**src/hdl/bkrc_defs.svh**
```systemverilog
// constants for the regulator control logic
`ifndef BKRC_DEFS_SVH
`define BKRC_DEFS_SVH
// register offsets
`define BKRC_ADDR_SET0 2'h0
`define BKRC_ADDR_SET1 2'h1
`define BKRC_ADDR_CTRL 2'h2
`define BKRC_ADDR_STAT 2'h3
// reset values
`define BKRC_CTRL_RST 8'h82
`define BKRC_SWEN_RST 1'b1
`define BKRC_CODE_RST 7'h50
`define BKRC_ZERO8 8'h00
// voltage scale in microvolts
`define BKRC_BASE_UV 600000
`define BKRC_STEP_UV 6250
// clock and timing
`define BKRC_CLK_NS 10
`define BKRC_SLEW_MAX_UV_PER_US 64000
`define BKRC_FRAC 16
`define BKRC_SS_SHIFT 3'h2
`define BKRC_CL_LIMIT 16
`define BKRC_HICCUP_US 1700
`define BKRC_OVP_FILT_NS 500
`endif

```
**src/hdl/bkrc_pkg.sv**
```systemverilog
// types for the regulator control logic
package bkrc_pkg;
    typedef enum logic [1:0] {
        ST_OFF,
        ST_SOFT,
        ST_RUN,
        ST_HICCUP
    } bkrc_state_t;

    // one voltage setting register
    typedef struct packed {
        logic swEn;
        logic [6:0] voltageCode;
    } bkrc_setting_t;

    // control register
    typedef struct packed {
        logic discharge;
        logic [2:0] slew;
        logic [1:0] spare;
        logic [1:0] mode;
    } bkrc_ctrl_t;

    // drive to the modulator and power stage
    typedef struct packed {
        logic switchEn;
        logic tristate;
        logic syncRectEn;
        logic pfmAllowed;
        logic dischargeOn;
    } bkrc_stage_t;
endpackage

```
**src/hdl/bkrc_top.sv**
```systemverilog
// regulator control: enables, setpoint, slew, soft-start, protection
// How it works
// - register reads and writes work whenever reset is released, enable pin ignored
// - enable pin low never touches register contents
// - power-on reset returns every register, both settings included, to default
// - discharge path on when discharge bit set and enable or soft enable low
// - enable with selected soft enable starts soft-start, reference ramps up
// - synchronous rectification held off for whole soft-start
// - sixteen consecutive limit cycles tri-state stage, soft-start again 1700 us later
// - both soft enables come out of reset set
// - pin low means off; select pin picks soft enable and mode
// - light-load pulse mode allowed from mode bits and select pin level
// - target voltage is 0.600 V plus code times 6.25 mV
// - select pin low uses setting zero, high uses setting one
// - 3-bit slew code: 64 mV/us at 000, halving per step
// - falling setpoint after soft-start stops switching until output reaches new setpoint
// - undervoltage indication holds regulator inactive even with enable high
// - filtered overvoltage indication stops switching
// - setting register bit 7 soft enable, bits 6:0 voltage code
// - control register holds discharge enable and rising slew code
`timescale 1ns/1ps
`include "bkrc_defs.svh"
module bkrc_top
    import bkrc_pkg::*;
#(
    parameter logic [6:0] CODE0_RST = `BKRC_CODE_RST,
    parameter logic [6:0] CODE1_RST = `BKRC_CODE_RST,
    parameter int HICCUP_CYCLES =
        `BKRC_HICCUP_US * 1000 / `BKRC_CLK_NS,
    parameter int OVP_FILT_CYCLES =
        `BKRC_OVP_FILT_NS / `BKRC_CLK_NS,
    parameter int CL_LIMIT = `BKRC_CL_LIMIT
) (
    // clock and power-on reset
    input wire logic clk,
    input wire logic rst_n,
    // pins
    input wire logic enPin,
    input wire logic output_select_pin,
    // register port from the serial engine
    input wire logic regWrEn,
    input wire logic [1:0] regWrAddr,
    input wire logic [7:0] regWrData,
    input wire logic regRdEn,
    input wire logic [1:0] regRdAddr,
    output logic [7:0] regRdData,
    output logic regRdValid,
    // analog indications
    input wire logic uvloOk,
    input wire logic ovpRaw,
    input wire logic clCycleDone,
    input wire logic clHit,
    input wire logic voutAtTarget,
    // modulator and power stage
    output bkrc_stage_t stage,
    output logic [6:0] refCode,
    output logic [20:0] targetUv,
    output logic softStart
);
    localparam int FR = `BKRC_FRAC;
    localparam int AW = 7 + FR;
    localparam int HW = $clog2(HICCUP_CYCLES + 1);
    localparam int LW = $clog2(CL_LIMIT + 1);
    localparam longint INC_NUM = 64'(`BKRC_SLEW_MAX_UV_PER_US) *
        64'(`BKRC_CLK_NS) * (64'd1 << FR);
    localparam longint INC_DEN = 64'(`BKRC_STEP_UV) * 64'd1000;
    localparam logic [AW-1:0] SLEW_INC = AW'(INC_NUM / INC_DEN);

    if (HICCUP_CYCLES < 1 || OVP_FILT_CYCLES < 1 || CL_LIMIT < 2 ||
        (SLEW_INC >> 7) == '0) begin : g_bad
        $error("bkrc_top: parameter out of range");
    end

    // registers
    bkrc_setting_t set0_ff;
    bkrc_setting_t set1_ff;
    bkrc_ctrl_t ctrl_ff;
    logic [7:0] rdData_ff;
    logic rdValid_ff;

    // control state
    bkrc_state_t state_ff;
    bkrc_state_t nxt_state;
    logic [AW-1:0] refAcc_ff;
    logic [AW-1:0] nxt_refAcc;
    logic falling_ff;
    logic nxt_falling;
    logic [LW-1:0] clCount_ff;
    logic [LW-1:0] nxt_clCount;
    logic [HW-1:0] hiccup_ff;
    logic [HW-1:0] nxt_hiccup;

    // output flops
    bkrc_stage_t stage_ff;
    logic [6:0] refCode_ff;
    logic [20:0] targetUv_ff;
    logic softStart_ff;

    logic ovpFilt;

    // filtering ovp
    // noise filter
    bkrc_filter #(
        .CYCLES(OVP_FILT_CYCLES)
    ) u_ovp (
        .clk(clk),
        .rst_n(rst_n),
        .rawIn(ovpRaw),
        .filtOut(ovpFilt)
    );

    // register decode
    wire wrSet0 = regWrEn && regWrAddr == `BKRC_ADDR_SET0;
    wire wrSet1 = regWrEn && regWrAddr == `BKRC_ADDR_SET1;
    wire wrCtrl = regWrEn && regWrAddr == `BKRC_ADDR_CTRL;
    // spare control bits stay zero so reads show only live fields
    wire bkrc_ctrl_t ctrlWr = '{discharge: regWrData[7],
                                slew: regWrData[6:4],
                                spare: 2'h0,
                                mode: regWrData[1:0]};
    wire [7:0] statusWord = {1'b0, ovpFilt, falling_ff,
                             stage_ff.switchEn, 2'(state_ff),
                             uvloOk, enPin};
    wire [7:0] rdMux =
        (regRdAddr == `BKRC_ADDR_SET0) ? set0_ff :
        (regRdAddr == `BKRC_ADDR_SET1) ? set1_ff :
        (regRdAddr == `BKRC_ADDR_CTRL) ? ctrl_ff :
        statusWord;

    // selection of the active setting
    // pin picks setting
    wire bkrc_setting_t setSel = output_select_pin ? set1_ff : set0_ff;
    wire swEnSel = setSel.swEn;
    wire [6:0] codeSel = setSel.voltageCode;
    wire [AW-1:0] targetAcc = {codeSel, {FR{1'b0}}};

    // enable decision
    // pin and soft enable
    wire onReq = enPin && swEnSel && uvloOk;

    wire forcedPwm = output_select_pin ? ctrl_ff.mode[1] : ctrl_ff.mode[0];

    wire dischargeReq = ctrl_ff.discharge && (!enPin || !swEnSel);

    // ramp steps
    // rate halves per code
    wire [AW-1:0] slewInc = SLEW_INC >> ctrl_ff.slew;
    wire [AW-1:0] ssInc = SLEW_INC >> `BKRC_SS_SHIFT;
    wire [AW:0] rampSum = {1'b0, refAcc_ff} +
        {1'b0, (state_ff == ST_SOFT) ? ssInc : slewInc};
    wire reached = rampSum >= {1'b0, targetAcc};
    wire [AW-1:0] rampNext = reached ? targetAcc : rampSum[AW-1:0];
    wire goingUp = targetAcc > refAcc_ff;
    wire goingDown = targetAcc < refAcc_ff;

    // current-limit run detection
    wire clTrip = clCycleDone && clHit &&
        clCount_ff == LW'(CL_LIMIT - 1);
    wire active = state_ff == ST_SOFT || state_ff == ST_RUN;
    wire hiccupDone = hiccup_ff == HW'(HICCUP_CYCLES - 1);

    always_comb begin
        nxt_clCount = clCount_ff;
        if (!active || !onReq) begin
            nxt_clCount = '0;
        end else if (clCycleDone) begin
            nxt_clCount = clHit ? clCount_ff + 1'b1 : '0;
        end
    end

    // sequencing
    always_comb begin
        nxt_state = state_ff;
        nxt_refAcc = refAcc_ff;
        nxt_falling = falling_ff;
        nxt_hiccup = '0;
        case (state_ff)
            ST_OFF: begin
                nxt_falling = 1'b0;
                nxt_refAcc = '0;
                if (onReq) begin
                    nxt_state = ST_SOFT;
                end
            end
            ST_SOFT: begin
                if (!onReq) begin
                    nxt_state = ST_OFF;
                end else if (clTrip) begin
                    nxt_state = ST_HICCUP;
                end else begin
                    nxt_refAcc = rampNext;
                    if (reached) begin
                        nxt_state = ST_RUN;
                    end
                end
            end
            ST_RUN: begin
                if (!onReq) begin
                    nxt_state = ST_OFF;
                end else if (clTrip) begin
                    nxt_state = ST_HICCUP;
                    nxt_falling = 1'b0;
                end else if (falling_ff) begin
                    if (voutAtTarget) begin
                        nxt_falling = 1'b0;
                        nxt_refAcc = targetAcc;
                    end
                end else if (goingDown) begin
                    nxt_falling = 1'b1;
                end else if (goingUp) begin
                    nxt_refAcc = rampNext;
                end
            end
            ST_HICCUP: begin
                nxt_refAcc = '0;
                if (!onReq) begin
                    nxt_state = ST_OFF;
                end else if (hiccupDone) begin
                    nxt_state = ST_SOFT;
                end else begin
                    nxt_hiccup = hiccup_ff + 1'b1;
                end
            end
            default: begin
                nxt_state = ST_OFF;
            end
        endcase
    end

    // stage drive
    // overvoltage blocks switching
    wire switchReq = active && !falling_ff && !ovpFilt;
    wire syncReq = switchReq && state_ff == ST_RUN;
    wire bkrc_stage_t nxt_stage = '{switchEn: switchReq,
                                    tristate: !switchReq,
                                    syncRectEn: syncReq,
                                    pfmAllowed: !forcedPwm,
                                    dischargeOn: dischargeReq};
    wire [20:0] nxt_targetUv = 21'(`BKRC_BASE_UV) +
        21'(refAcc_ff[AW-1:FR]) * 21'(`BKRC_STEP_UV);

    // registers keep values unless written; only rst_n resets them
    // enable pin not in reset
    always_ff @(posedge clk or negedge rst_n) begin
        if (!rst_n) begin
            set0_ff <= '{swEn: `BKRC_SWEN_RST, voltageCode: CODE0_RST};
            set1_ff <= '{swEn: `BKRC_SWEN_RST, voltageCode: CODE1_RST};
            ctrl_ff <= `BKRC_CTRL_RST;
        end else begin
            if (wrSet0) begin
                set0_ff <= regWrData;
            end
            if (wrSet1) begin
                set1_ff <= regWrData;
            end
            if (wrCtrl) begin
                ctrl_ff <= ctrlWr;
            end
        end
    end

    // read answer one cycle after the strobe
    // read path
    always_ff @(posedge clk or negedge rst_n) begin
        if (!rst_n) begin
            rdData_ff <= `BKRC_ZERO8;
            rdValid_ff <= 1'b0;
        end else begin
            rdValid_ff <= regRdEn;
            if (regRdEn) begin
                rdData_ff <= rdMux;
            end
        end
    end

    always_ff @(posedge clk or negedge rst_n) begin
        if (!rst_n) begin
            state_ff <= ST_OFF;
            refAcc_ff <= '0;
            falling_ff <= 1'b0;
            clCount_ff <= '0;
            hiccup_ff <= '0;
        end else begin
            state_ff <= nxt_state;
            refAcc_ff <= nxt_refAcc;
            falling_ff <= nxt_falling;
            clCount_ff <= nxt_clCount;
            hiccup_ff <= nxt_hiccup;
        end
    end

    // output flops; discharge and stage start safe
    always_ff @(posedge clk or negedge rst_n) begin
        if (!rst_n) begin
            stage_ff <= '{switchEn: 1'b0, tristate: 1'b1,
                          syncRectEn: 1'b0, pfmAllowed: 1'b1,
                          dischargeOn: 1'b0};
            refCode_ff <= '0;
            targetUv_ff <= 21'(`BKRC_BASE_UV);
            softStart_ff <= 1'b0;
        end else begin
            stage_ff <= nxt_stage;
            refCode_ff <= refAcc_ff[AW-1:FR];
            targetUv_ff <= nxt_targetUv;
            softStart_ff <= state_ff == ST_SOFT;
        end
    end

    assign stage = stage_ff;
    assign refCode = refCode_ff;
    assign targetUv = targetUv_ff;
    assign softStart = softStart_ff;
    assign regRdData = rdData_ff;
    assign regRdValid = rdValid_ff;
endmodule

```
**src/hdl/bkrc_filter.sv**
```systemverilog
// glitch filter: output follows input only after it stays put
`timescale 1ns/1ps
module bkrc_filter
    import bkrc_pkg::*;
#(
    parameter int CYCLES = 50
) (
    // clock and reset
    input wire logic clk,
    input wire logic rst_n,
    // raw and filtered level
    input wire logic rawIn,
    output logic filtOut
);
    localparam int CW = $clog2(CYCLES + 1);

    if (CYCLES < 1) begin : g_bad
        $error("bkrc_filter: CYCLES must be at least 1");
    end

    logic [CW-1:0] cnt_ff;
    logic filt_ff;
    wire differs = rawIn != filt_ff;
    wire settled = cnt_ff == CW'(CYCLES - 1);
    wire [CW-1:0] nxt_cnt = (!differs || settled) ? '0 : cnt_ff + 1'b1;

    always_ff @(posedge clk or negedge rst_n) begin
        if (!rst_n) begin
            cnt_ff <= '0;
            filt_ff <= 1'b0;
        end else begin
            cnt_ff <= nxt_cnt;
            if (differs && settled) begin
                filt_ff <= rawIn;
            end
        end
    end

    assign filtOut = filt_ff;
endmodule

```
**config.mk**
```make
export PLATFORM = sky130hd
export DESIGN_NAME = bkrc_top
export DESIGN_NICKNAME = d
export VERILOG_FILES = /design/src/hdl/bkrc_pkg.sv /design/src/hdl/bkrc_top.sv /design/src/hdl/bkrc_filter.sv
export VERILOG_INCLUDE_DIRS = /design/src /design/src/hdl
export SDC_FILE = /design/constraint.sdc
export NUM_CORES = 1
export LEC_CHECK = 0
export BUFFER_PORTS_ARGS = -buffer_cell sky130_fd_sc_hd__buf_4
export CORE_ASPECT_RATIO = 1.25
export CORE_UTILIZATION = 30
export DETAILED_ROUTE_END_ITERATION = 6
export PLACE_DENSITY = 0.44
export SYNTH_ARGS = -nofsm -noshare
export SYNTH_HDL_FRONTEND = slang
export SYNTH_SLANG_ARGS = --single-unit
```
**constraint.sdc**
```tcl
create_clock -name clk -period 6.6 [get_ports clk]
set_clock_uncertainty 0.05 [all_clocks]
set_input_delay 1.32 -clock clk [delete_from_list [all_inputs] [get_ports clk]]
set_output_delay 1.32 -clock clk [all_outputs]
set_load 0.05 [all_outputs]
```
Yosys cells after proc, flatten, opt, wreduce, memory -nomap -nowiden

Index checks and enable logic that the tools add are counted.

Memories: 0
Bits in writable memories: 0
Register bits: 121
Output and inout bits: 43
Bits in latches: 0
Word-level logic and storage cells: 128
Bits of input ports: 23
ROM bits: 0

Bitwise logic cells: 0
Reductions and logical operators: 34
$mul: 1
Order comparisons: 3
Multiplexer cells: 38
Eq/ne operators: 22
Add/sub/neg operators: 5
Shift operators: 1
Div/mod/pow operators: 0

Operators with widths:

| operator                                                               | count |
|---|---|
| 23-bit two-way mux                                                     | 10 |
| 23-bit one-hot mux with 3 select lines                                 | 1 |
| 18-bit two-way mux                                                     | 3 |
| 8-bit two-way mux                                                      | 4 |
| 23-bit by 23-bit adder with 24-bit output                              | 1 |
| 24-bit by 23-bit >= comparator with 1-bit output                       | 1 |
| 23-bit > comparator                                                    | 1 |
| 23-bit < comparator                                                    | 1 |
| 13-bit by 3-bit right shift with 23-bit output (first input constant)  | 1 |
| 20-bit by 20-bit adder with 21-bit output (first input constant)       | 1 |
| 7-bit by 12-bit multiplier with 19-bit output (second input constant)  | 1 |
| 18-bit by 1-bit adder with 18-bit output (second input constant)       | 1 |
| 18-bit equality test (second input constant)                           | 1 |
| 2-bit two-way mux                                                      | 8 |
| 5-bit two-way mux                                                      | 3 |
| 3-bit != test (second input constant)                                  | 5 |
| 1-bit logical AND                                                      | 12 |
| 2-bit != test (second input constant)                                  | 5 |
| 1-bit logical NOT                                                      | 9 |
| 2-bit equality test (second input constant)                            | 4 |
| 2-bit one-hot mux with 4 select lines                                  | 1 |
| 7-bit AND reduction                                                    | 1 |
| 6-bit by 1-bit adder with 6-bit output (second input constant)         | 1 |
| 2-bit by 1-bit equality test with 1-bit output (second input constant) | 3 |
| 14 further kinds                                                       | 25 |

Depth between registers and ports, before layout

Depth after elaboration: 11
Mapped depth: 24
Depth with buffers taken out: 22

Modules after synthesis

Synthesis repeated with hierarchy kept, for this count alone.

Cells, all modules: 813
Area total of the unflattened synthesis: 8,120.3 µm²

Modules (own cells, without submodules):

| module      | area each (µm²) | instances | cells each | seq. area each (µm²) |
|---|---|---|---|---|
| bkrc_top    | 7,788.7         | 1         | 783        | 2,800.2 |
| bkrc_filter | 331.6           | 1         | 30         | 175.2 |

Worst setup path before layout

OpenSTA, ideal clock, no wires.

Path type: register -> register
From: register ctrl_ff[5] (netlist name)
To: register refAcc_ff[15]
Arrival: 5.099 ns
Setup time: 0.121 ns
Path buffers: 2
Cell stages (with the launch flop): 24
Path slack: 1.330 ns
Required time: 6.429 ns
Path through: dfrtp_1 clkbuf_1 inv_1 ha_1 a21oi_1 nand2_1 ha_1 nand3_1 a21oi_1 nor3_1 o31a_1 nor4_1 nand2_1 xnor2_1 inv_1 ha_1 nor3b_1 nand4_1 nor4_1 nand4_1 or4_1 buf_2 a41o_1 a22o_1

Word-level cells in the longest chain between the ends: 11

RTL lines:

| element                                          | line            | RTL |
|---|---|---|
| start: declaration                               | bkrc_top.sv:77  | `bkrc_ctrl_t ctrl_ff;` |
| start signal: assignment                         | bkrc_top.sv:248 | `` ctrl_ff <= `BKRC_CTRL_RST; `` |
| start signal: assignment                         | bkrc_top.sv:257 | `ctrl_ff <= ctrlWr;` |
| 13-bit by 3-bit right shift with 23-bit output * | bkrc_top.sv:147 | `wire [AW-1:0] slewInc = SLEW_INC >> ctrl_ff.slew;` |
| 23-bit two-way mux *                             | bkrc_top.sv:150 | `{1'b0, (state_ff == ST_SOFT) ? ssInc : slewInc};` |
| 23-bit by 23-bit adder with 24-bit output *      | bkrc_top.sv:149 | `wire [AW:0] rampSum = {1'b0, refAcc_ff} +` |
| 24-bit by 23-bit >= comparator with 1-bit output | bkrc_top.sv:151 | `wire reached = rampSum >= {1'b0, targetAcc};` |
| 23-bit two-way mux *                             | bkrc_top.sv:152 | `wire [AW-1:0] rampNext = reached ? targetAcc : rampSum[AW-1:0];` |
| 23-bit two-way mux                               | bkrc_top.sv:210 | `end else if (goingUp) begin` |
| 23-bit two-way mux                               | bkrc_top.sv:208 | `end else if (goingDown) begin` |
| 23-bit two-way mux                               | bkrc_top.sv:203 | `end else if (falling_ff) begin` |
| 23-bit two-way mux                               | bkrc_top.sv:200 | `end else if (clTrip) begin` |
| 23-bit two-way mux                               | bkrc_top.sv:198 | `if (!onReq) begin` |
| 23-bit one-hot mux with 3 select lines *         | bkrc_top.sv:177 | `case (state_ff)` |
| end signal: assignment                           | bkrc_top.sv:285 | `refAcc_ff <= nxt_refAcc;` |
| end: declaration                                 | bkrc_top.sv:84  | `logic [AW-1:0] refAcc_ff;` |

Mark *: on every way between the ends. The rest lies on a longest branch, timed or not. The select of a mux whose other input is x is not followed.
A chain may end at the register's enable or synchronous reset.

Worst setup path after layout

From: register ctrl_ff[5] (netlist name)
To: register state_ff[1]

Word-level cells in the longest chain between the ends: 6

RTL lines:

| element                                          | line            | RTL |
|---|---|---|
| 13-bit by 3-bit right shift with 23-bit output   | bkrc_top.sv:147 |  |
| 23-bit two-way mux                               | bkrc_top.sv:150 |  |
| 23-bit by 23-bit adder with 24-bit output        | bkrc_top.sv:149 |  |
| 24-bit by 23-bit >= comparator with 1-bit output | bkrc_top.sv:151 |  |
| 4-bit != test (no source line)                   | -               |  |
| 4-bit AND reduction (no source line)             | -               |  |
| end signal: assignment                           | bkrc_top.sv:284 | `state_ff <= nxt_state;` |
| end: declaration                                 | bkrc_top.sv:82  | `bkrc_state_t state_ff;` |

Every way passes these cells.

==> results.sh <==
export IMPL_synth_warning_count=0
export IMPL_post_cts_buffers=0
export IMPL_detail_route_antenna_nets=0
export IMPL_tightest_slew_ns=0.644
export IMPL_cts_max_path_buffers=2
export IMPL_start_util_pct=30.5
export IMPL_synth_top_cell_area_share_pct=29.8
export IMPL_initialDrtViolationCount=337
export IMPL_crit_fanout=12
export IMPL_drt_vias_per_instance=5.15
export IMPL_worstSetupEndpointType="register"
export IMPL_syn_to_final_growth_pct=17.3
export IMPL_routabilityCongestion=0.838
export IMPL_route_met3_wl_um=548
export IMPL_hold_buffers=0
export IMPL_finalCriticalPeriod_ns=6.00
export IMPL_slew_headroom_pct=57.0
export IMPL_portBuffers=64
export IMPL_rr_worst_depth=20
export IMPL_cts_resized=0
export IMPL_synth_fp_nets=1004
export IMPL_rsz0062_at_grt="false"
export IMPL_clock_latency_ns=0.42
export IMPL_min_path_cells=1
export IMPL_rows=68
export IMPL_path_clk_slew_ns=0.06
export IMPL_p_int_mw=2.36
export IMPL_gr_total_overflow=0
export IMPL_period_share_pct=90.9
export IMPL_grtUsageTotal_pct=16.7
export IMPL_setup_tns_ns=0
export IMPL_nFillCells=2882
export IMPL_syn_inst=879
export IMPL_dpl_hpwl_um=17500
export IMPL_final_area_mm2=0.00986
export IMPL_drive_gt1_share_pct=18.5
export IMPL_hp_class="register to register"
export IMPL_final_max_slew_viol_count=0
export IMPL_worstPathRequired_ns=6.85
export IMPL_nNetsFinal=1062
export IMPL_postSynth_asyncResetShare_pct=100
export IMPL_die_h_um=189
export IMPL_mostFrequentLayoutCell="dfrtp_1"
export IMPL_p_seq_share_pct=24.2
export IMPL_power_leakage_nw=4.62
export IMPL_root_buffer="clkbuf_16"
export IMPL_p_comb_share_pct=52.9
export IMPL_yosysUniqueCellTypes=77
export IMPL_setup_viol=0
export IMPL_arrival_ns=6.25
export IMPL_sw_frac_of_total_pct=45.1
export IMPL_synth_seq_cells=118
export IMPL_die_width_um=152
export IMPL_grt_pass1_wl_um=37000
export IMPL_drv_cap=0
export IMPL_layout_common_cells="dfrtp_1 (100), ha_1 (93), nor2_1 (81), buf_4 (72), inv_1 (64)"
export IMPL_max_freq_mhz=167
export IMPL_status="finished, final reports clean"
export IMPL_post_drt_wl_per_cell_um=17.4
export IMPL_die_area_mm2=0.0287
export IMPL_clkPwrFrac_pct=22.9
export IMPL_dpl_cell_area_mm2=0.00924
export IMPL_dr_pass1_iters=5
export IMPL_cts_tree="done"
export IMPL_drc_errors=0
export IMPL_critPathKind="register to register"
export IMPL_cts_buffers=17
export IMPL_grt_max_degree=46
export IMPL_ir_drop_uv=201
export IMPL_final_hold_violation_count=0
export IMPL_route_met2_wl_um=12100
export IMPL_avgSynthCellArea_um2=9.56
export IMPL_antenna_found_initial=0
export IMPL_synth_area_leaders="dfrtp_1 (30%), ha_1 (14%), dfstp_2 (5.6%)"
export IMPL_clock_sinks=118
export IMPL_num_vias=6696
export IMPL_ios=66
export IMPL_cts_max_level=4
export IMPL_power_density_mw_per_mm2=436
export IMPL_syn_area_mm2=0.00840
export IMPL_core_area_mm2=0.0276
export IMPL_dr_max_layer_used="met4"
export IMPL_first_global_vias=6809
export IMPL_start_kind="register"
export IMPL_n_antenna_cell=0
export IMPL_synth_ff_type="dfrtp_1"
export IMPL_synth_top_area_cell="dfrtp_1"
export IMPL_p_switching_mw=1.94
export IMPL_routedLengthMet1_um=9490
export IMPL_wl_um=22600
export IMPL_seq_area_frac_synth_pct=35.4
export IMPL_synth_edf_count=0
[stage by stage]
stage	instances	hold slack, ns	power [mW]	setup WS (ns)	utilization [%]
5_1_grt	1300	0.412	4.63	0.0560	35.8
3_3_place_gp	1268	0.385	3.35	0.748	33.5
6_report	1300	0.398	4.30	0.602	35.8
3_5_place_dp	1268	0.384	3.33	0.544	33.5
4_1_cts	1300	0.392	4.35	0.495	35.7
2_1_floorplan	879	0.350	2.71	1.33	-
[worst paths after layout]
path	slack, ns	to	startpoint
hold / removal	0.40	stage[1]	ctrl_ff[0]
hold reg to reg	0.40	stage[1]	ctrl_ff[0]
setup reg to reg	0.60	state_ff[1]	ctrl_ff[5]
setup / recovery	0.60	state_ff[1]	ctrl_ff[5]
max in group asynchronous	4.73	set0_ff[2]	rst_n
min in group asynchronous	0.80	refAcc_ff[12]	rst_n
[power by group through the flow]
stage	combinational, mW	clock (mW)	sequential (mW)
CTS	2.29	1.01	1.04
global placement	2.29	0	1.06
detailed placement	2.28	0	1.06
global route	2.53	1.04	1.06
finish	2.27	0.982	1.04
floorplan	1.52	0	1.19
[cell families after synthesis]
group | count (synthesis) | share of synthesized area, %
AO/OA/AOI/OAI | 179 | 15.1
XOR/XNOR | 52 | 5.42
adder cells (fa/ha/maj) | 102 | 15.9
buffers and inverters | 97 | 4.60
flip-flops | 118 | 35.4
multiplexers | 52 | 7.38
other | 1 | 0.0446
AND/OR/NAND/NOR | 278 | 16.2
[layer usage]
layer  track usage [%]  vias up
met2              30.0      100
met3              2.48       33
li1                  -     3294
met1              19.7     3269
met5                 0        -
met4              6.13        0
[Yosys cell counts (11+ instances only)]
cell,instances
xnor2_1,33
o21ai_0,33
mux2i_1,17
nand4_1,11
clkbuf_1,24
nand2_1,63
inv_1,64
o31ai_1,13
o211ai_1,12
and3_1,18
or3_1,11
nand3_1,28
mux2_2,30
xor2_1,19
nor2_1,81
ha_1,94
a21oi_1,34
nor3_1,18
dfstp_2,18
dfrtp_1,100
[sequential cells by signal, summed over array words and instances, names as in the netlist]
signal and count:
targetUv 18, falling_ff 1, softStart 1, u_ovp.filtOut 1, regRdData 8, refAcc_ff 23, set1_ff 8, state_ff 2
u_ovp.cnt_ff 6, set0_ff 8, clCount_ff 5, stage 5, refCode 7, ctrl_ff 6, hiccup_ff 18, regRdValid 1
[cell type report]
cell class,count,area [µm²],area share [%]
clock inverter,14,175,1.78
inverter,64,240,2.44
timing repair buffer,72,541,5.48
sequential,118,2980,30.2
tap,350,438,4.44
multi-input combinational,664,5050,51.2
clock buffer,18,439,4.46
[critical path, stage by stage, from the launching register on]
cell	delay, ns
dfrtp_1	0.56
inv_1	0.14
ha_1	0.31
a21oi_1	0.27
nand2_1	0.13
ha_1	0.33
o211ai_1	0.16
o211a_1	0.28
or4_1	0.63
a21oi_2	0.30
nand2_1	0.11
xnor2_1	0.15
ha_1	0.32
nand4b_1	0.11
nor3b_1	0.21
nand4_1	0.13
nor4_1	0.29
nand4_1	0.17
or4_1	0.73
a41o_1	0.37
mux2i_1	0.13
Note: power is estimated with default switching activity, not from simulation.
